[src/tmc_pkg.sv]
package tmc_pkg;

   // Mode field encodings
   localparam logic [2:0] MODE_SLEEP = 3'h0;
   localparam logic [2:0] MODE_STDBY = 3'h1;
   localparam logic [2:0] MODE_FS_TX = 3'h2;
   localparam logic [2:0] MODE_TX = 3'h3;
   localparam logic [2:0] MODE_FS_RX = 3'h4;
   localparam logic [2:0] MODE_RX = 3'h5;

   // Receive trigger encodings
   localparam logic [2:0] TRIG_NONE = 3'h0;
   localparam logic [2:0] TRIG_RSSI = 3'h1;
   localparam logic [2:0] TRIG_PREAMBLE = 3'h6;
   localparam logic [2:0] TRIG_BOTH = 3'h7;

   localparam logic [1:0] AUTO_RESTART_OFF = 2'h0;
   localparam logic [1:0] AUTO_RESTART_SAME = 2'h1;

   // Clock and timing
   localparam int CLK_MHZ = 40;
   localparam int TX_FIXED_NS = 5000;
   localparam int TX_FIXED_CYC = (TX_FIXED_NS * CLK_MHZ + 999) / 1000;
   // Ramp scale 1.25 expressed as 5/4
   localparam int RAMP_NUM = 5;
   localparam int RAMP_DEN = 4;
   // Countdown loaded for each unstretched wake-up step; the step lasts one cycle more than this
   localparam int STEP_CYC = 4;
   localparam int BW_ENTRIES = 21;

   // Receiver startup delays per bandwidth index, in microseconds
   localparam int RX_DELAY_US [BW_ENTRIES] = '{
      2330, 1940, 1560, 1180, 984, 791, 601, 504, 407, 313, 264,
      215, 169, 144, 119, 97, 84, 71, 85, 74, 63};

   localparam logic [3:0] BLK_RESET = 4'h0;
   localparam logic [3:0] BLK_ALL_OFF = 4'h0;

   // Enabled-block vector
   typedef struct packed {
      logic regulator;
      logic oscillator;
      logic synth;
      logic rf_path;
   } tmc_blocks_t;

   // Receiver configuration
   typedef struct packed {
      logic agc_on;
      logic afc_on;
      logic [2:0] trigger;
      logic [4:0] rx_bw;
      logic [4:0] afc_bw;
      logic [2:0] lna_gain;
      logic [1:0] auto_restart;
   } tmc_rx_cfg_t;

   typedef enum logic [2:0] {
      ST_IDLE = 3'b000,
      ST_REG = 3'b001,
      ST_OSC = 3'b011,
      ST_SYN = 3'b010,
      ST_RF = 3'b110,
      ST_WAIT = 3'b111,
      ST_READY = 3'b101
   } tmc_state_t;

endpackage

[src/tmc_sync.sv]
`timescale 1ns/1ps
`default_nettype none
module tmc_sync #(
   parameter int W = 1
) (
   // Clock and reset
   input wire logic i_sys_clk,
   input wire logic i_rst_b,
   // Data
   input wire logic [W-1:0] i_async,
   output logic [W-1:0] o_sync
);
   logic [W-1:0] meta_r;

   always_ff @(posedge i_sys_clk or negedge i_rst_b) begin
      if (!i_rst_b) begin
         meta_r <= '0;
         o_sync <= '0;
      end else begin
         meta_r <= i_async;
         o_sync <= meta_r;
      end
   end
endmodule // tmc_sync
`default_nettype wire

[src/tmc_delay_calc.sv]
`timescale 1ns/1ps
`default_nettype none
module tmc_delay_calc
   import tmc_pkg::*;
#(
   parameter int CW = 24
) (
   // Clock and reset
   input wire logic i_sys_clk,
   input wire logic i_rst_b,
   // Settings
   input wire logic i_ook,
   input wire logic [15:0] i_ramp_us,
   input wire logic [15:0] i_bit_cyc,
   input wire logic [4:0] i_bw_idx,
   // Results in clock cycles
   output logic [CW-1:0] o_tx_cyc,
   output logic [CW-1:0] o_rx_cyc
);
   function automatic logic [CW-1:0] us_to_cyc(input int us);
      return CW'(us * CLK_MHZ);
   endfunction

   logic [CW-1:0] ramp_cyc;
   logic [CW-1:0] tx_nxt;
   logic [CW-1:0] rx_nxt;

   // Ramp term rounded up so the ready point is never early
   assign ramp_cyc = CW'(((32'(i_ramp_us) * CLK_MHZ * RAMP_NUM) + RAMP_DEN - 1) / RAMP_DEN);
   assign tx_nxt = CW'(TX_FIXED_CYC) + (i_ook ? CW'(0) : ramp_cyc) + CW'(i_bit_cyc >> 1);
   // Out-of-range index takes the slowest entry
   assign rx_nxt = (i_bw_idx < 5'(BW_ENTRIES)) ? us_to_cyc(RX_DELAY_US[i_bw_idx]) : us_to_cyc(RX_DELAY_US[0]);

   always_ff @(posedge i_sys_clk or negedge i_rst_b) begin
      if (!i_rst_b) begin
         o_tx_cyc <= '0;
         o_rx_cyc <= '0;
      end else begin
         o_tx_cyc <= tx_nxt;
         o_rx_cyc <= rx_nxt;
      end
   end
endmodule // tmc_delay_calc
`default_nettype wire

[src/tmc_mode_ctrl.sv]
`timescale 1ns/1ps
`default_nettype none
module tmc_mode_ctrl
   import tmc_pkg::*;
#(
   parameter int CW = 24,
   parameter int RELOCK_CYC = 8000,
   parameter int GAP_W = 16
) (
   // Clock and reset
   input wire logic i_sys_clk,
   input wire logic i_rst_b,
   // Mode, transmit and receive settings
   input wire logic [2:0] i_operating_mode_register,
   input wire logic i_ook,
   input wire logic [15:0] i_amplifier_ramp_time,
   input wire logic [15:0] i_bit_cyc,
   input wire logic [15:0] i_signal_strength_eval_delay,
   input wire tmc_pkg::tmc_rx_cfg_t i_rx_cfg,
   input wire logic [GAP_W-1:0] i_inter_packet_cyc,
   // Restart trigger writes (one-cycle write strobes)
   input wire logic i_restart_keep_oscillator_wr,
   input wire logic i_restart_relock_oscillator_wr,
   // Receive events from pins
   input wire logic i_rssi_event_pin,
   input wire logic i_preamble_found_flag_pin,
   input wire logic i_payload_ready_pin,
   input wire logic i_fifo_empty_pin,
   // Status and control
   output tmc_pkg::tmc_blocks_t o_blocks,
   output logic o_mode_ready_flag,
   output logic o_tx_ready,
   output logic o_rx_ready,
   output logic o_rssi_valid,
   output logic o_restart_keep_oscillator,
   output logic o_restart_relock_oscillator,
   output logic o_agc_run,
   output logic o_afc_run,
   output logic [2:0] o_low_noise_amp_gain,
   output logic o_timeout_rssi_en,
   output logic o_timeout_preamble_en,
   output logic o_timeout_sync_en
);
   tmc_state_t state_r, state_nxt;
   logic [2:0] mode_r;
   logic [CW-1:0] cnt_r, cnt_nxt;
   logic [CW-1:0] tx_cyc, rx_cyc;
   logic [15:0] rssi_cnt_r;
   logic keep_r, relock_r, relock_pend_r;
   logic rx_armed_r, rssi_valid_r, agc_r, afc_r;
   logic wait_empty_r, gap_run_r;
   logic [GAP_W-1:0] gap_r;
   logic [3:0] ev_s;
   logic rssi_ev, pre_ev, payload_ev, fifo_empty;
   logic mode_change, is_rx, is_tx, user_restart, auto_restart, restart;
   logic [4:0] bw_sel;
   logic trig_rssi, trig_pre, corr_start, gap_done;
   logic [CW-1:0] settle_cyc;
   logic restart_ok, keep_nxt, relock_nxt;
   logic osc_stage, syn_stage, rf_stage;

   tmc_sync #(
      .W(4)
   ) u_sync (
      .i_sys_clk(i_sys_clk),
      .i_rst_b(i_rst_b),
      .i_async({i_rssi_event_pin, i_preamble_found_flag_pin, i_payload_ready_pin, i_fifo_empty_pin}),
      .o_sync(ev_s)
   );
   assign rssi_ev = ev_s[3];
   assign pre_ev = ev_s[2];
   assign payload_ev = ev_s[1];
   assign fifo_empty = ev_s[0];

   assign bw_sel = i_rx_cfg.afc_on ? i_rx_cfg.afc_bw : i_rx_cfg.rx_bw;

   tmc_delay_calc #(
      .CW(CW)
   ) u_calc (
      .i_sys_clk(i_sys_clk),
      .i_rst_b(i_rst_b),
      .i_ook(i_ook),
      .i_ramp_us(i_amplifier_ramp_time),
      .i_bit_cyc(i_bit_cyc),
      .i_bw_idx(bw_sel),
      .o_tx_cyc(tx_cyc),
      .o_rx_cyc(rx_cyc)
   );

   // Unknown codes 110/111 are held as standby
   function automatic tmc_blocks_t decode_mode(input logic [2:0] m);
      tmc_blocks_t b;
      b = '{default: 1'b0};
      case (m)
         MODE_SLEEP: b = '{default: 1'b0};
         MODE_STDBY: b = '{regulator: 1'b1, oscillator: 1'b1, synth: 1'b0, rf_path: 1'b0};
         MODE_FS_TX, MODE_FS_RX: b = '{regulator: 1'b1, oscillator: 1'b1, synth: 1'b1, rf_path: 1'b0};
         MODE_TX, MODE_RX: b = '{default: 1'b1};
         default: b = '{regulator: 1'b1, oscillator: 1'b1, synth: 1'b0, rf_path: 1'b0};
      endcase
      return b;
   endfunction

   tmc_blocks_t want, want_in;
   assign want = decode_mode(mode_r);
   assign want_in = decode_mode(i_operating_mode_register);
   assign mode_change = i_operating_mode_register != mode_r;
   assign is_rx = mode_r == MODE_RX;
   assign is_tx = mode_r == MODE_TX;

   // Restart taken only in receive with ready flag high; a mode write in the same cycle wins
   assign restart_ok = is_rx && o_mode_ready_flag && !mode_change;
   assign user_restart = restart_ok && (keep_r || relock_r);
   assign gap_done = gap_run_r && (gap_r == '0);
   assign auto_restart = restart_ok && gap_done;
   assign restart = user_restart || auto_restart;

   // A bit written while restart is refused falls away rather than firing later
   assign keep_nxt = i_restart_keep_oscillator_wr || (keep_r && !restart && restart_ok);
   assign relock_nxt = i_restart_relock_oscillator_wr || (relock_r && !restart && restart_ok);

   assign trig_rssi = (i_rx_cfg.trigger == TRIG_RSSI) || (i_rx_cfg.trigger == TRIG_BOTH);
   assign trig_pre = (i_rx_cfg.trigger == TRIG_PREAMBLE) || (i_rx_cfg.trigger == TRIG_BOTH);
   assign corr_start = rx_armed_r && ((trig_rssi && rssi_ev) || (trig_pre && pre_ev));

   // Non-radio modes never reach the settle step; one cycle keeps the counter harmless
   assign settle_cyc = is_tx ? tx_cyc : (is_rx ? rx_cyc : CW'(1));

   // A block is enabled only once the sequence has reached its step
   assign osc_stage = state_r inside {ST_OSC, ST_SYN, ST_RF, ST_WAIT, ST_READY};
   assign syn_stage = state_r inside {ST_SYN, ST_RF, ST_WAIT, ST_READY};
   assign rf_stage = state_r inside {ST_RF, ST_WAIT, ST_READY};

   // Wake-up sequence: regulator, oscillator, synthesizer, RF path, then settle
   always_comb begin
      state_nxt = state_r;
      cnt_nxt = (cnt_r == '0) ? '0 : cnt_r - CW'(1);
      case (state_r)
         ST_IDLE: state_nxt = ST_READY;
         ST_REG: if (cnt_r == '0) begin
            state_nxt = want.oscillator ? ST_OSC : ST_READY;
            cnt_nxt = CW'(STEP_CYC);
         end
         // Relock stretches the synthesizer step so the loop can settle on the new carrier
         ST_OSC: if (cnt_r == '0) begin
            state_nxt = want.synth ? ST_SYN : ST_READY;
            cnt_nxt = (want.synth && relock_pend_r) ? CW'(RELOCK_CYC) : CW'(STEP_CYC);
         end
         ST_SYN: if (cnt_r == '0) begin
            state_nxt = want.rf_path ? ST_RF : ST_READY;
            cnt_nxt = CW'(STEP_CYC);
         end
         ST_RF: if (cnt_r == '0) begin
            state_nxt = ST_WAIT;
            cnt_nxt = settle_cyc;
         end
         ST_WAIT: if (cnt_r == '0) begin
            state_nxt = ST_READY;
         end
         ST_READY: ;
         default: state_nxt = ST_IDLE;
      endcase
      if (mode_change) begin
         state_nxt = (want.regulator || want_in.regulator) ? ST_REG : ST_READY;
         cnt_nxt = CW'(STEP_CYC);
      end else if (restart) begin
         // Both restarts re-enter at the oscillator step; only relock restart stretches the synthesizer step
         state_nxt = ST_OSC;
         cnt_nxt = '0;
      end
   end

   // Host mode is sampled every cycle; its difference from mode_r is the one-cycle change event
   always_ff @(posedge i_sys_clk or negedge i_rst_b) begin
      if (!i_rst_b) begin
         state_r <= ST_READY;
         mode_r <= MODE_STDBY;
         cnt_r <= '0;
         o_blocks <= BLK_RESET;
      end else begin
         state_r <= state_nxt;
         mode_r <= i_operating_mode_register;
         cnt_r <= cnt_nxt;
         // Blocks switch on one step at a time
         o_blocks.regulator <= want.regulator && (state_r != ST_IDLE);
         o_blocks.oscillator <= want.oscillator && osc_stage;
         o_blocks.synth <= want.synth && syn_stage;
         o_blocks.rf_path <= want.rf_path && rf_stage;
      end
   end

   // Ready falls in the very cycle a new mode is written, before the state moves
   assign o_mode_ready_flag = (state_r == ST_READY) && !mode_change;
   assign o_tx_ready = is_tx && o_mode_ready_flag;
   assign o_rx_ready = is_rx && o_mode_ready_flag;

   // Trigger bits: set on host write, cleared when restart begins; a new write wins
   always_ff @(posedge i_sys_clk or negedge i_rst_b) begin
      if (!i_rst_b) begin
         keep_r <= 1'b0;
         relock_r <= 1'b0;
         relock_pend_r <= 1'b0;
      end else begin
         keep_r <= keep_nxt;
         relock_r <= relock_nxt;
         if (mode_change)
            relock_pend_r <= 1'b1;
         else if (user_restart)
            relock_pend_r <= relock_r;
         else if (state_r == ST_READY)
            relock_pend_r <= 1'b0;
      end
   end
   assign o_restart_keep_oscillator = keep_r;
   assign o_restart_relock_oscillator = relock_r;

   // Correction runs once per receiver start or restart
   always_ff @(posedge i_sys_clk or negedge i_rst_b) begin
      if (!i_rst_b) begin
         rx_armed_r <= 1'b0;
         agc_r <= 1'b0;
         afc_r <= 1'b0;
      end else begin
         if (!o_rx_ready) begin
            rx_armed_r <= 1'b1;
            agc_r <= 1'b0;
            afc_r <= 1'b0;
         end else if (corr_start) begin
            rx_armed_r <= 1'b0;
            agc_r <= i_rx_cfg.agc_on;
            afc_r <= i_rx_cfg.agc_on && i_rx_cfg.afc_on;
         end
      end
   end
   assign o_agc_run = agc_r;
   assign o_afc_run = afc_r;

   always_ff @(posedge i_sys_clk or negedge i_rst_b) begin
      if (!i_rst_b)
         o_low_noise_amp_gain <= 3'h0;
      else if (!i_rx_cfg.agc_on)
         o_low_noise_amp_gain <= i_rx_cfg.lna_gain;
   end

   // First strength sample after the evaluation interval past ready
   always_ff @(posedge i_sys_clk or negedge i_rst_b) begin
      if (!i_rst_b) begin
         rssi_cnt_r <= '0;
         rssi_valid_r <= 1'b0;
      end else if (!o_rx_ready) begin
         rssi_cnt_r <= i_signal_strength_eval_delay;
         rssi_valid_r <= 1'b0;
      end else if (rssi_cnt_r != '0) begin
         rssi_cnt_r <= rssi_cnt_r - 16'h1;
      end else begin
         rssi_valid_r <= 1'b1;
      end
   end
   assign o_rssi_valid = rssi_valid_r;

   // Auto restart: wait for FIFO drain after payload, then inter-packet gap
   always_ff @(posedge i_sys_clk or negedge i_rst_b) begin
      if (!i_rst_b) begin
         wait_empty_r <= 1'b0;
         gap_run_r <= 1'b0;
         gap_r <= '0;
      end else if (!is_rx || restart || i_rx_cfg.auto_restart != AUTO_RESTART_SAME) begin
         wait_empty_r <= 1'b0;
         gap_run_r <= 1'b0;
      end else if (payload_ev && !gap_run_r) begin
         wait_empty_r <= 1'b1;
      end else if (wait_empty_r && fifo_empty) begin
         wait_empty_r <= 1'b0;
         gap_run_r <= 1'b1;
         gap_r <= i_inter_packet_cyc;
      end else if (gap_run_r && gap_r != '0) begin
         gap_r <= gap_r - GAP_W'(1);
      end
   end

   assign o_timeout_rssi_en = trig_rssi;
   assign o_timeout_preamble_en = trig_pre;
   assign o_timeout_sync_en = i_rx_cfg.trigger == TRIG_PREAMBLE;
endmodule // tmc_mode_ctrl
`default_nettype wire

[config.mk]
export PLATFORM = sky130hd
export DESIGN_NAME = tmc_mode_ctrl
export DESIGN_NICKNAME = d
export VERILOG_FILES = /design/src/tmc_pkg.sv /design/src/tmc_sync.sv /design/src/tmc_delay_calc.sv /design/src/tmc_mode_ctrl.sv
export SDC_FILE = /design/constraint.sdc
export NUM_CORES = 1
export LEC_CHECK = 0
export BUFFER_PORTS_ARGS = -buffer_cell sky130_fd_sc_hd__buf_2
export CAP_MARGIN = 20
export CORE_MARGIN = 8
export CORE_UTILIZATION = 42
export DETAILED_ROUTE_END_ITERATION = 8
export SYNTH_ARGS = -nofsm -noshare
export SYNTH_HDL_FRONTEND = slang
export SYNTH_SLANG_ARGS = --single-unit
export TNS_END_PERCENT = 1
[constraint.sdc]
create_clock -name i_sys_clk -period 4.8 [get_ports i_sys_clk]
set_input_delay 0.24 -clock i_sys_clk [delete_from_list [all_inputs] [get_ports i_sys_clk]]
set_output_delay 0.24 -clock i_sys_clk [all_outputs]
set_load 0.02 [all_outputs]
# Word level (Yosys, flattened, before mapping)
# Memories as Yosys holds them, arrays and structs flattened.
# Cells that the tools add are included.
dict set report word_totals {
  register_bits 134
  romBits 1024
  input_bits 96
  out_inout_bits 18
  elab_cells 178
  mem_count 1
}
# name depth word_bits read_ports rd_ports_with_merged_regs write_ports line_no
set mem_list {}
lappend mem_list {{(no name shown)} 32 32 1 0 0 tmc_delay_calc.sv:32} ;# assign rx_nxt = (i_bw_idx < 5'(BW_ENTRIES)) ? us_to_cyc(RX_DELAY_US[i_bw_idx]) : us_to_cyc(RX_DELAY_US[0]);
dict set report op_classes {
  add_sub_neg 7
  multipliers 3
  magnitude_cmp 2
  eq_ne 29
  n_mux 50
  bitwise_logic 3
  reduce_logical 60
}
# operator n
set ops {}
lappend ops {{$mux 24} 10}
lappend ops {{$pmux 24 s3} 1}
lappend ops {{$mux 16} 4}
lappend ops {{$mux 32} 2}
lappend ops {{$mul 32x4->21 const B} 1}
lappend ops {{$reduce_bool 16->1} 2}
lappend ops {{$sub 16x1->16 const B} 2}
lappend ops {{$mux 3} 10}
lappend ops {{$eq 3x3->1 const B} 9}
lappend ops {{$add 25x3->26 const B} 1}
lappend ops {{$sub 26x1->26 const B} 1}
lappend ops {{$add 24x15->24} 1}
lappend ops {{$add 8x24->24 const A} 1}
lappend ops {{$logic_not 24->1} 1}
lappend ops {{$pmux 4 s3} 2}
lappend ops {{$sub 24x1->24 const B} 1}
lappend ops {{$logic_and 1x1->1} 23}
lappend ops {{$mul 19x3->22 const B} 1}
lappend ops {{$pmux 3 s7} 1}
lappend ops {{$mul 16x3->19 const B} 1}
lappend ops {{$eq 3x2->1 const B} 6}
lappend ops {{$mux 1} 17}
lappend ops {{$logic_not 16->1} 1}
lappend ops {{$ne 4x3->1 const B} 4}
lappend ops {{24 further kinds} 51}

# Depth between registers and ports, before layout
# Gate-level depths: netlist (run 1).
dict set report depth {
  depth_word 11
  ltp_mapped 23
  mapped_depth_nobuf 23
}

# By module
# From an unflattened synthesis (run 1), not the netlist that was laid out.
dict set report unflattened {
  cells_unflattened 1187
  area_unflattened_um2 10401.2
}
# mod n_inst cells_per_inst area_each_um2 seq_area_each_um2
set by_module_without_submodules {}
lappend by_module_without_submodules {tmc_delay_calc 1 614 5267.6 975.9}
lappend by_module_without_submodules {tmc_mode_ctrl 1 565 4933.5 1955.6}
lappend by_module_without_submodules {tmc_sync 1 8 200.2 200.2}

# Worst setup path after synthesis (run 1)
# Ideal clock, no wire load.
dict set report synth_path {
  path_type {input to register}
  start {in i_amplifier_ramp_time[1]}
  end {reg u_calc.o_tx_cyc[22]}
  setup_ps 120
  t_arrival_ps 4670
  required_time_ps 4680
  path_slack_ps 10
  cell_stages 22
  path_buffers 0
  path_cell_list {ha_1 -> ha_1 -> fa_1 -> a21oi_1 -> o2111ai_1 -> a21o_1 -> a21oi_1 -> xor2_1 -> xnor2_1 -> ha_1 -> a21o_1 -> a41oi_1 -> xnor2_1 -> nor2_1 -> ha_1 -> ha_1 -> nor2_1 -> nand2_1 -> a41oi_1 -> o31ai_1 -> and3_1 -> a31o_2}
}
dict set report synth_via {
  elab_chain_cells 7
}
# item line_no
set synth_rtl {}
lappend synth_rtl {{from (decl)} tmc_mode_ctrl.sv:16} ;# input wire logic [15:0] i_amplifier_ramp_time,
lappend synth_rtl {{$mul 16x3->19} tmc_delay_calc.sv:29} ;# assign ramp_cyc = CW'(((32'(i_ramp_us) * CLK_MHZ * RAMP_NUM) + RAMP_DEN - 1) / RAMP_DEN);
lappend synth_rtl {{$mul 19x3->22} tmc_delay_calc.sv:29}
lappend synth_rtl {{$add 25x3->26} tmc_delay_calc.sv:29}
lappend synth_rtl {{$sub 26x1->26} tmc_delay_calc.sv:29}
lappend synth_rtl {{$mux 24} tmc_delay_calc.sv:30} ;# assign tx_nxt = CW'(TX_FIXED_CYC) + (i_ook ? CW'(0) : ramp_cyc) + CW'(i_bit_cyc >> 1);
lappend synth_rtl {{$add 8x24->24} tmc_delay_calc.sv:30}
lappend synth_rtl {{$add 24x15->24} tmc_delay_calc.sv:30}
lappend synth_rtl {{named net u_calc.tx_nxt[22]} tmc_delay_calc.sv:25} ;# logic [CW-1:0] tx_nxt;
lappend synth_rtl {{to (signal assigned)} tmc_delay_calc.sv:39} ;# o_tx_cyc <= tx_nxt;
lappend synth_rtl {{to (decl)} tmc_delay_calc.sv:17} ;# output logic [CW-1:0] o_tx_cyc,
# The timed path passes the listed nets, and every way through them passes these cells.
# A chain may end at the register's enable or synchronous reset.

# Worst setup path after layout (run 1)
# Same ends and word-level chain as after synthesis.

==> results of run 1 <==
## power breakdown
group	internal, uW	switching [uW]
combinational	1180	1160
sequential	1200	63.0
clock	800	456
total	3190	1680
## metal layers
layer | vias up | track usage, %
met2 | 161 | 25.1
met3 | 9 | 2.97
met1 | 3706 | 21.1
li1 | 4125 | -
met4 | 0 | 4.01
met5 | - | 0
## final cells by class
class,count,area [um2],share of cell area [%]
Clock buffer,21,470,4.10
Clock inverter,11,116,1.01
Inverter,47,176,1.54
Multi-Input combinational cell,843,5930,51.7
Sequential cell,125,3130,27.3
Tap cell,280,350,3.05
Timing Repair Buffer,204,1300,11.3
## repair_timing
item / in CTS / in global routing
endpoints found under the hold margin: 10 / 0
endpoints found under the setup margin: 0 / 6
gates resized for setup: 0 / 13
hold buffers: 10 / 0
## state kept, by name (all words and copies together), names as in the netlist, 3 cells and up
register and cells:
gap_r 16, u_sync.o_sync 4, state_r 3, cnt_r 24, o_low_noise_amp_gain 3, rssi_cnt_r 16
u_calc.o_rx_cyc 15, u_sync.meta_r 4, o_blocks 4, mode_r 3, u_calc.o_tx_cyc 24
## placed cells by master (no fill, tap or decap), types with 5 or more instances in the layout
cell,n
a22oi_1,18
a211oi_1,12
and3_1,9
mux2i_1,10
or4_1,7
a21o_1,15
ha_1,115
nor2b_1,13
nand4_1,5
nand2_1,87
o21ai_0,62
dlygate4sd3_1,10
dfrtp_1,122
buf_2,111
xnor2_1,45
a221oi_1,8
clkinv_2,5
a21oi_1,85
o21a_1,6
clkbuf_16,17
o22ai_1,5
nor3_1,36
xor2_1,43
buf_4,82
nor4_1,7
mux2_2,6
o211ai_1,7
nand3b_1,6
and2_1,9
nand3_1,9
nor2_1,122
nand2b_1,15
inv_1,47
## logic make-up after synthesis
group | Yosys count | synth area share, %
muxes | 16 | 1.80
adders and majority gates | 120 | 16.4
DFF | 125 | 33.6
AOI/OAI and AO/OA | 266 | 17.7
and+or+nand+nor | 352 | 18.8
xor gates and xnor gates | 88 | 8.26
buffers and inverters | 79 | 3.43
other | 1 | 0.0402
## how the worst max path moves through the flow
stage | cells after the start | start | endpoint
detailed placement | 23 | i_amplifier_ramp_time[1] | u_calc.o_tx_cyc[22]
global route | 23 | i_amplifier_ramp_time[1] | u_calc.o_tx_cyc[22]
floorplan | 22 | i_amplifier_ramp_time[1] | u_calc.o_tx_cyc[22]
finish | 21 | i_amplifier_ramp_time[1] | u_calc.o_tx_cyc[22]
CTS | 23 | i_amplifier_ramp_time[1] | u_calc.o_tx_cyc[22]
global placement | 23 | i_amplifier_ramp_time[1] | u_calc.o_tx_cyc[22]
## through the flow
stage	utilization, %	total power [uW]	setup WS, ps	setup TNS, ps	std cells
after global routing	52.6	5260	-31.5	-35.4	1531
after detailed placement	49.1	3560	-286	-1340	1488
after global placement	49.1	3540	-222	-915	1488
final	52.6	4860	232	0	1531
after floorplan	-	2750	9.93	0	1047
after CTS	52.2	4840	121	0	1530
==> results.md, run 1 <==
- Slew margin rel.: 34.9%
- YS warnings: 0
- Crit path cell chain: buf_2, ha_1, ha_1, fa_1, buf_4, xor2_1, ha_1, ha_1, nand2b_1, nand2b_1, a21oi_1, xor2_1, nor2_1, ha_1, ha_1, or3_1, or2_2, a41oi_2, o31ai_2, and3_1, a31o_2
- Drc violations: 0
- Full die area: 0.0272 mm2
- Placer Congestion: 0.827
- Register area share after synthesis: 33.6%
- Max_cap viols: 0
- Vias: 8001
- P_leak: 0.00557 uW
- Failing checks: hold timing
- Final ANT Viol Nets: 0
- H-Tree Depth: 4
- Post-route cell area: 0.0115 mm2
- GRT Total Usage: 15.6%
- HPWL Detailed: 16000 um
- Tmin final: 4570 ps
- Flop2flop setup slack: 1510 ps
- Most used cell, CP: ha_1
- Antenna violations before repair: 0
- Worst R2R Path Depth: 8
- Required @ worst endpoint: 5100 ps
- Worst skew pair latency: 420 ps
- TritonCTS Buffers: 17
- CP arrival: 4870 ps
- Drt via density: 5.23
- Final Skew: 9.11 ps
- Crit end category: flop
- Largest net degree at the start of global routing: 65
- Worst slew pin tran: 966 ps
- Post-synth top area share: 32.7%
- Initial Utilization: 42.7%
- Mapped Avg Cell Area: 8.91 um2
- Path type of the worst setup path: primary input to flop
- Die width: 165 um
- GRT overflow: 0
- Cell family with most CP delay: adder cells
- Max layer used: met4
- Clk sinks: 125
- Yosys top cell by area: dfrtp_1
- Fraction of registers with async set or reset after synthesis: 100%
- Met2 WL post-DR: 9640 um
- Seq cells post-synth: 125
- Met3 wire length: 957 um
- Pwr/cell area: 424 mW/mm2
- Total nets after synthesis: 1263
- EDFF count, synth: 0
- Drt wl/cell: 13.7 um
- Post-synth top cells: dfrtp_1 (122), nor2_1 (122), ha_1 (116)
- Reg-to-reg startpoint: cnt_r[14]
- Number of global-route vias before repair: 7553
- Worst vdd ir: 0.259 mV
- Crit-path max cell delay: 410 ps
- Post CTS Setup Buffer Count: 0
- Root buf cell: clkbuf_16
- Num ports: 114
- Pre-antenna DRT Iters: 5
- CTS clk-pin slew, worst paths: 60 ps
- Synthesized area: 0.00933 mm2
- CP Buf/Inv Count: 2
- Fmax: 219 MHz
- Crit-path slowest cell: fa_1
- First-pass GRT wire length: 35100 um
- Violation count after the first detailed-routing iteration: 638
- Syn Inst Count: 1047
- Row count: 54
- Ys flop type: dfrtp_1
- Ant diodes: 0
- RSZ-0062 raised after global routing: true
- Critical path peak fanout: 4
- Proportion of layout cells with a drive suffix above 1: 21.1%
- Run status: finished with violations
- Fillers: 2018
- Distinct cells, synth: 69
- Hold Crit Class: primary input to asynchronous set/reset pin
- Number of I/O port buffers: 112
- Setup Viol. Count Final: 0
- Synth area leaders: dfrtp_1 (33%), ha_1 (16%), nor2_1 (4.9%), a21oi_1 (4.8%), xnor2_1 (4.2%)
- Placed cell areas: 0.0107 mm2
- CTS tree: done
- Final Max Slew Viols: 0
- Startpoint class of the critical path: primary input
- Syn-to-layout area delta: 23.0%
- Hold Fails Final Rpt: 22
- Hold_ws: -28.3 ps
- Fin nets: 1454
- Core box area: 0.0218 mm2
- Fin crit share: 95.2%
- Die height: 165 um
- CTS max path bufs: 2
- Final WL: 21000 um
- R2r endpoint: cnt_r[12]
- Post-Route M1 WL: 10200 um
No activity file was read; power rests on OpenSTA's default activity.
==> run 2: changes to the inputs <==
--- a/config.mk
+++ b/config.mk
@@ -5,6 +5,7 @@
 export SDC_FILE = /design/constraint.sdc
 export NUM_CORES = 1
 export LEC_CHECK = 0
+export ABC_AREA = 1
 export BUFFER_PORTS_ARGS = -buffer_cell sky130_fd_sc_hd__buf_2
 export CAP_MARGIN = 20
 export CORE_MARGIN = 8
==> run 2 against run 1 <==
The run now ends clean. Setup slack better by 210 ps. Non-clock buffer count decreased by 14. Critical path type unchanged. Critical endpoint is now u_calc.o_tx_cyc[21]. Utilization shrank 0.67 points. Die area rose by 10%. Critical path depth grew 10.
==> results.md, run 2 <==
- Run status: finished clean (was finished with violations)
- Yosys top cell by area: dfrtp_1 (unchanged)
- Hold Fails Final Rpt: 0 (was 22)
- Hold Crit Endpoint: rssi_cnt_r[0]
- Reg-to-reg startpoint: cnt_r[0] (was cnt_r[14])
- Drc violations: 0 (unchanged)
- Largest regs: cnt_r x24, u_calc.o_tx_cyc x24 (unchanged)
- Worst vdd ir: 0.254 mV (was 0.259 mV)
- Tmin final: 4360 ps (was 4570 ps)
- Setup Viol. Count Final: 0 (unchanged)
- Synthesized area: 0.0104 mm2 (was 0.00933 mm2)
- Worst slew pin tran: 675 ps (was 966 ps)
- Row count: 57 (was 54)
- Crit-path max cell delay: 350 ps (was 410 ps)
- Most used cell, CP: nand2_1 (was ha_1)
- Mapped Avg Cell Area: 7.08 um2 (was 8.91 um2)
- P_leak: 0.00704 uW (was 0.00557 uW)
- Initial Utilization: 42.8% (was 42.7%)
- Syn Inst Count: 1470 (was 1047)
- Clk sinks: 125 (unchanged)
- CTS tree: done (unchanged)
- Pint: 3270 uW (was 3190 uW)
- H-Tree Depth: 4 (unchanged)
- Vias: 9849 (was 8001)
- Fin nets: 1877 (was 1454)
- Distinct cells, synth: 58 (was 69)
- Clk pwr share: 26.0% (was 25.8%)
- Commonest non-fill, non-tap cells in the layout: nand2_1 (368), inv_1 (218), nor2_1 (155) (was nor2_1 (122), dfrtp_1 (122), ha_1 (115))
- Antenna violations before repair: 0 (unchanged)
- Ys flop type: dfrtp_1 (unchanged)
- Worst Hold Depth: 3
- YS warnings: 0 (unchanged)
- Hold_ws: 34.7 ps (was -28.3 ps)
- Final WL: 25700 um (was 21000 um)
- Largest net degree at the start of global routing: 48 (was 65)
- Crit end category: flop (unchanged)
- Fin crit share: 90.9% (was 95.2%)
- Crit-path slowest cell: fa_2 (was fa_1)
- Total nets after synthesis: 1686 (was 1263)
- Required @ worst endpoint: 5110 ps (was 5100 ps)
- Fmax: 229 MHz (was 219 MHz)
- Number of I/O port buffers: 112 (unchanged)
- Number of global-route vias before repair: 9620 (was 7553)
- Sequential power share: 24.1% (was 26.0%)
- Hold Crit Class: primary input to flop (was primary input to asynchronous set/reset pin)
- Root buf cell: clkbuf_16 (unchanged)
- CP arrival: 4680 ps (was 4870 ps)
- Proportion of layout cells with a drive suffix above 1: 15.8% (was 21.1%)
- Core box area: 0.0243 mm2 (was 0.0218 mm2)
- Synth area leaders: dfrtp_1 (29%), ha_1 (14%), nand2_1 (13%), inv_1 (7.9%), nor2_1 (5.6%) (was dfrtp_1 (33%), ha_1 (16%), nor2_1 (4.9%), a21oi_1 (4.8%), xnor2_1 (4.2%))
- Post-synth top cells: nand2_1 (372), inv_1 (218), nor2_1 (156) (was dfrtp_1 (122), nor2_1 (122), ha_1 (116))
- GRT Total Usage: 17.3% (was 15.6%)
- Die width: 173 um (was 165 um)
- Multi-input logic area: 0.00643 mm2 (was 0.00593 mm2)
- Flop2flop setup slack: 2290 ps (was 1510 ps)
- HPWL Detailed: 20600 um (was 16000 um)
- Final Total Pwr: 5230 uW (was 4860 uW)
- Worst skew pair latency: 420 ps (about the same)
- Drt wl/cell: 12.9 um (was 13.7 um)
- EDFF count, synth: 0 (unchanged)
- P_sw: 1950 uW (was 1680 uW)
- Drt via density: 4.93 (was 5.23)
- Final ANT Viol Nets: 0 (unchanged)
- Startpoint class of the critical path: primary input (unchanged)
- Critical path peak fanout: 5 (was 4)
- Pre-antenna DRT Iters: 8 (was 5)
- GRT overflow: 0 (unchanged)
- TritonCTS Buffers: 17 (unchanged)
- Hold path start: i_signal_strength_eval_delay[0]
- Most common cell after layout, fill and taps aside: nand2_1
- Fillers: 2424 (was 2018)
- Gate power share: 49.8% (was 48.1%)
- Top-count cell post-synth: nand2_1
- Ant diodes: 0 (unchanged)
- Slew margin rel.: 54.9% (was 34.9%)
- Post-synth top area share: 29.3% (was 32.7%)
- Reg area: 0.00313 mm2 (unchanged)
- Switching share of power: 37.4% (was 34.5%)
- CTS max path bufs: 2 (unchanged)
- Register area share after synthesis: 30.1% (was 33.6%)
- First-pass GRT wire length: 44500 um (was 35100 um)
- Final Skew: 13.8 ps (was 9.11 ps)
- Fraction of registers with async set or reset after synthesis: 100% (unchanged)
- Path type of the worst setup path: primary input to flop (unchanged)
- Pwr/cell area: 414 mW/mm2 (was 424 mW/mm2)
- Num ports: 114 (unchanged)
- Worst R2R Path Depth: 12 (was 8)
- Final Max Slew Viols: 0 (unchanged)
- Full die area: 0.0301 mm2 (was 0.0272 mm2)
- Seq cells post-synth: 125 (unchanged)
- CTS clk-pin slew, worst paths: 60 ps (about the same)
- Violation count after the first detailed-routing iteration: 681 (was 638)
- Syn-to-layout area delta: 21.4% (was 23.0%)
- Placer Congestion: 0.896 (was 0.827)
- Max_cap viols: 0 (unchanged)
- Die height: 173 um (was 165 um)
- R2r endpoint: cnt_r[9] (was cnt_r[12])
## run 2: changes by cell type after synthesis, moves of 11 or more
| cell | delta |
|---|---|
| nand4_1 | +13 |
| nor2_1 | +34 |
| nand3_1 | +83 |
| xnor2_1 | -28 |
| nand2b_1 | -15 |
| o21ai_0 | +14 |
| clkbuf_1 | -11 |
| nand2_1 | +285 |
| nor2b_1 | -13 |
| a21oi_1 | -12 |
| nor3_1 | -14 |
| a22oi_1 | -16 |
| inv_1 | +171 |
## run 2: final cells by class
| cell class | instances | share of cell area [%] |
|---|---|---|
| clock buffer | 19 | 3.51 |
| multi-input combinational | 1101 | 51.0 |
| sequential | 125 | 24.8 |
| inverter | 226 | 6.72 |
| clock inverter | 13 | 1.49 |
| tap | 324 | 3.21 |
| timing repair buffer | 190 | 9.31 |
## run 2: through the flow
| stage | util (%) | cell area [um2] | setup slack, ps | TNS, ps | instances |
|---|---|---|---|---|---|
| floorplan | - | 10400 | 179 | 0 | 1470 |
| CTS | 51.4 | 12500 | 146 | 0 | 1995 |
| global placement | 48.4 | 11800 | -178 | -833 | 1952 |
| detailed placement | 48.4 | 11800 | -291 | -1870 | 1952 |
| finish | 51.9 | 12600 | 438 | 0 | 1998 |
| global route | 51.9 | 12600 | -6.04 | -6.04 | 1998 |
## run 2: how the worst max path moves through the flow
stage	startpoint	to	depth (start not counted)
detailed placement	i_amplifier_ramp_time[1]	u_calc.o_tx_cyc[22]	27
global route	i_amplifier_ramp_time[3]	u_calc.o_tx_cyc[19]	32
CTS	i_amplifier_ramp_time[1]	u_calc.o_tx_cyc[20]	29
finish	i_amplifier_ramp_time[1]	u_calc.o_tx_cyc[21]	31
global placement	i_amplifier_ramp_time[1]	u_calc.o_tx_cyc[20]	29
floorplan	i_amplifier_ramp_time[1]	u_calc.o_tx_cyc[21]	28
## run 2: layer usage
layer	track usage (%)	routed length, um
met1	24.1	13100
met2	27.2	11300
met3	3.35	1210
met4	4.10	226
met5	0	0
## run 2: repair_timing
item                                    4_1_cts  5_1_grt
gates resized for setup                       0       19
hold buffers                                 11        0
endpoints found under the setup margin        0        8
hold endpoints to repair                     53        0
setup buffers                                 0        3
## run 2: logic make-up after synthesis
kind of cell,Yosys count,synth area share (%)
adders and majority gates,120,14.7
xor gates and xnor gates,63,5.30
buffers and inverters,244,9.06
muxes,3,0.325
other,1,0.0360
AOI/OAI and AO/OA,214,11.7
and+or+nand+nor,700,28.8
DFF,125,30.1
## run 2: power groups by stage
stage	Clock, uW	Combinational [uW]	Sequential, uW
after global routing	1440	2990	1270
after CTS	1390	2530	1260
final	1360	2600	1260
after global placement	0	2480	1280
after floorplan	0	1590	1270
after detailed placement	0	2500	1280
## run 2: worst max-delay path, delay by kind of cell
family / cells / cell delay, ps
fa+ha+maj: 6 / 1760
simple gates: 14 / 1230
compound gates: 5 / 580
xor+xnor: 2 / 440
buf+inv: 4 / 430
==> run 3: changes to the inputs <==
--- a/config.mk
+++ b/config.mk
@@ -8,6 +8,7 @@
 export ABC_AREA = 1
 export BUFFER_PORTS_ARGS = -buffer_cell sky130_fd_sc_hd__buf_2
 export CAP_MARGIN = 20
+export CORE_ASPECT_RATIO = 0.8
 export CORE_MARGIN = 8
 export CORE_UTILIZATION = 42
 export DETAILED_ROUTE_END_ITERATION = 8
==> run 3 against run 2 <==
Cell area is 1.2% lower. Total power is 4.0% lower. Fmax is 0.87% lower. Via count is 1.1% lower.
==> results.md, run 3 (same netlist as run 2, synthesis figures left out) <==
- Slew margin rel.: 49.5% (was 54.9%)
- Root buf cell: clkbuf_16 (unchanged)
- P_sw: 1930 uW (was 1950 uW)
- Largest net degree at the start of global routing: 79 (was 48)
- Violation count after the first detailed-routing iteration: 650 (was 681)
- Setup Viol. Count Final: 0 (unchanged)
- Fin crit share: 91.7% (was 90.9%)
- Drt via density: 4.92 (was 4.93)
- Required @ worst endpoint: 5100 ps (was 5110 ps)
- Hold Fails Final Rpt: 0 (unchanged)
- CTS max path bufs: 2 (unchanged)
- Tmin final: 4400 ps (was 4360 ps)
- Post-route cell area: 0.0125 mm2 (was 0.0126 mm2)
- Syn-to-layout area delta: 19.9% (was 21.4%)
- Number of global-route vias before repair: 8959 (was 9620)
- Switching share of power: 38.6% (was 37.4%)
- Drt wl/cell: 12.9 um (about the same)
- Full die area: 0.0301 mm2 (about the same)
- H-Tree Depth: 4 (unchanged)
- CTS tree: done (unchanged)
- Final ANT Viol Nets: 0 (unchanged)
- HPWL Detailed: 20500 um (was 20600 um)
- Largest regs: cnt_r x24, u_calc.o_tx_cyc x24 (unchanged)
- Run status: finished clean (unchanged)
- Flop2flop setup slack: 2190 ps (was 2290 ps)
- Initial Utilization: 42.8% (about the same)
- Fmax: 227 MHz (was 229 MHz)
- Clk pwr share: 25.4% (was 26.0%)
- Final core occ: 51.3% (was 51.9%)
- Clk sinks: 125 (unchanged)
- Path type of the worst setup path: primary input to flop (unchanged)
- TritonCTS Buffers: 17 (unchanged)
- Number of I/O port buffers: 112 (unchanged)
- Critical path peak fanout: 4 (was 5)
- Multi-input logic area: 0.00640 mm2 (was 0.00643 mm2)
- CP arrival: 4710 ps (was 4680 ps)
- Die height: 157 um (was 173 um)
- Most common cell after layout, fill and taps aside: nand2_1 (unchanged)
- Proportion of layout cells with a drive suffix above 1: 14.9% (was 15.8%)
- Pint: 3080 uW (was 3270 uW)
- Commonest non-fill, non-tap cells in the layout: nand2_1 (371), inv_1 (218), nor2_1 (155) (was nand2_1 (368), inv_1 (218), nor2_1 (155))
- Worst vdd ir: 0.228 mV (was 0.254 mV)
- Row count: 51 (was 57)
- Worst skew pair latency: 420 ps (about the same)
- Final Max Slew Viols: 0 (unchanged)
- Max_cap viols: 0 (unchanged)
- Vias: 9743 (was 9849)
- Die width: 192 um (was 173 um)
- Hold Crit Class: primary input to flop (unchanged)
- Gate power share: 49.6% (was 49.8%)
- Antenna violations before repair: 0 (unchanged)
- Worst slew pin tran: 754 ps (was 675 ps)
- Final WL: 25600 um (was 25700 um)
- Fillers: 2418 (was 2424)
- P_leak: 0.00697 uW (was 0.00704 uW)
- CTS clk-pin slew, worst paths: 60 ps (about the same)
- Placed cell areas: 0.0117 mm2 (was 0.0118 mm2)
- Sequential power share: 25.1% (was 24.1%)
- First-pass GRT wire length: 43000 um (was 44500 um)
- GRT overflow: 0 (unchanged)
- Reg area: 0.00313 mm2 (unchanged)
- Num ports: 114 (unchanged)
- GRT Total Usage: 17.3% (about the same)
- Final Skew: 7.02 ps (was 13.8 ps)
- Startpoint class of the critical path: primary input (unchanged)
- Pre-antenna DRT Iters: 5 (was 8)
- Fin nets: 1864 (was 1877)
- Pwr/cell area: 402 mW/mm2 (was 414 mW/mm2)
- Drc violations: 0 (unchanged)
- Core box area: 0.0243 mm2 (about the same)
- Crit end category: flop (unchanged)
- Placer Congestion: 0.925 (was 0.896)
- Post-Route Setup TNS: 0 ps (unchanged)
run 3: per-stage QoR:
| step | total power (uW) | hold slack [ps] | instances | worst slack, ps |
|---|---|---|---|---|
| 2_1_floorplan | 2860 | -55.6 | 1470 | 179 |
| 3_3_place_gp | 3650 | 336 | 1934 | -138 |
| 3_5_place_dp | 3670 | 335 | 1934 | -259 |
| 4_1_cts | 4980 | 16.7 | 1976 | 157 |
| 5_1_grt | 5490 | 29.3 | 1979 | -14.3 |
| 6_report | 5020 | 31.7 | 1980 | 400 |
run 3: layout make-up:
cell class | count | share of cell area (%)
Clock inverter | 14 | 1.24
Clock buffer | 18 | 3.52
Inverter | 226 | 6.80
Multi-Input combinational cell | 1101 | 51.3
Antenna cell | 1 | 0.0201
Timing Repair Buffer | 177 | 8.80
Sequential cell | 125 | 25.1
Tap cell | 318 | 3.19
run 3: worst max-delay path, stage by stage:
cell      delay (ps)
buf_2            110
ha_1             290
ha_1             230
fa_2             350
nand3_1           70
nand2_1          100
buf_4            160
xor2_1           150
ha_1             310
ha_1             340
nand2_1          110
inv_1             50
nand2_1           50
nand3_1          100
buf_4            160
o21ai_0          140
a21oi_1           60
ha_1             270
ha_1             330
nand2_1           70
nand2_1           50
a21oi_1          110
a21boi_0         410
o21ai_2          150
nand3_1          140
nor2_1            50
nand2_1           60
nand2_1           40
run 3: repair_timing:
action                                  CTS  global route
resized for setup                         0            14
endpoints found under the setup margin    0             8
hold buffers                             10             1
buffers inserted                          0             1
hold endpoints to repair                 10            74
run 3: path summary, 6_finish.rpt:
kind,to,depth (start not counted),from
min in group asynchronous,u_calc.o_rx_cyc[6],2,i_rst_b
max reg2reg,state_r[2],9,mode_r[0]
max in group asynchronous,cnt_r[17],4,i_rst_b
min reg2reg,u_sync.o_sync[0],0,u_sync.meta_r[0]
min,rssi_cnt_r[4],3,i_signal_strength_eval_delay[4]
max,u_calc.o_tx_cyc[22],28,i_amplifier_ramp_time[1]
run 3: metal layers:
layer | part of all wire [%] | global-route usage, % | vias to the layer above
met2 | 41 | 24.8 | 205
met4 | 0.74 | 3.66 | 0
met3 | 6.2 | 3.38 | 16
li1 | - | - | 5140
met5 | 0 | 0 | -
met1 | 52 | 26.1 | 4382
run 3: power groups by stage:
| stage | registers (uW) | logic [uW] | clock network (uW) |
|---|---|---|---|
| after CTS | 1260 | 2410 | 1310 |
| after global placement | 1280 | 2370 | 0 |
| final | 1260 | 2490 | 1270 |
| after global routing | 1270 | 2860 | 1360 |
| after floorplan | 1270 | 1590 | 0 |
| after detailed placement | 1280 | 2390 | 0 |
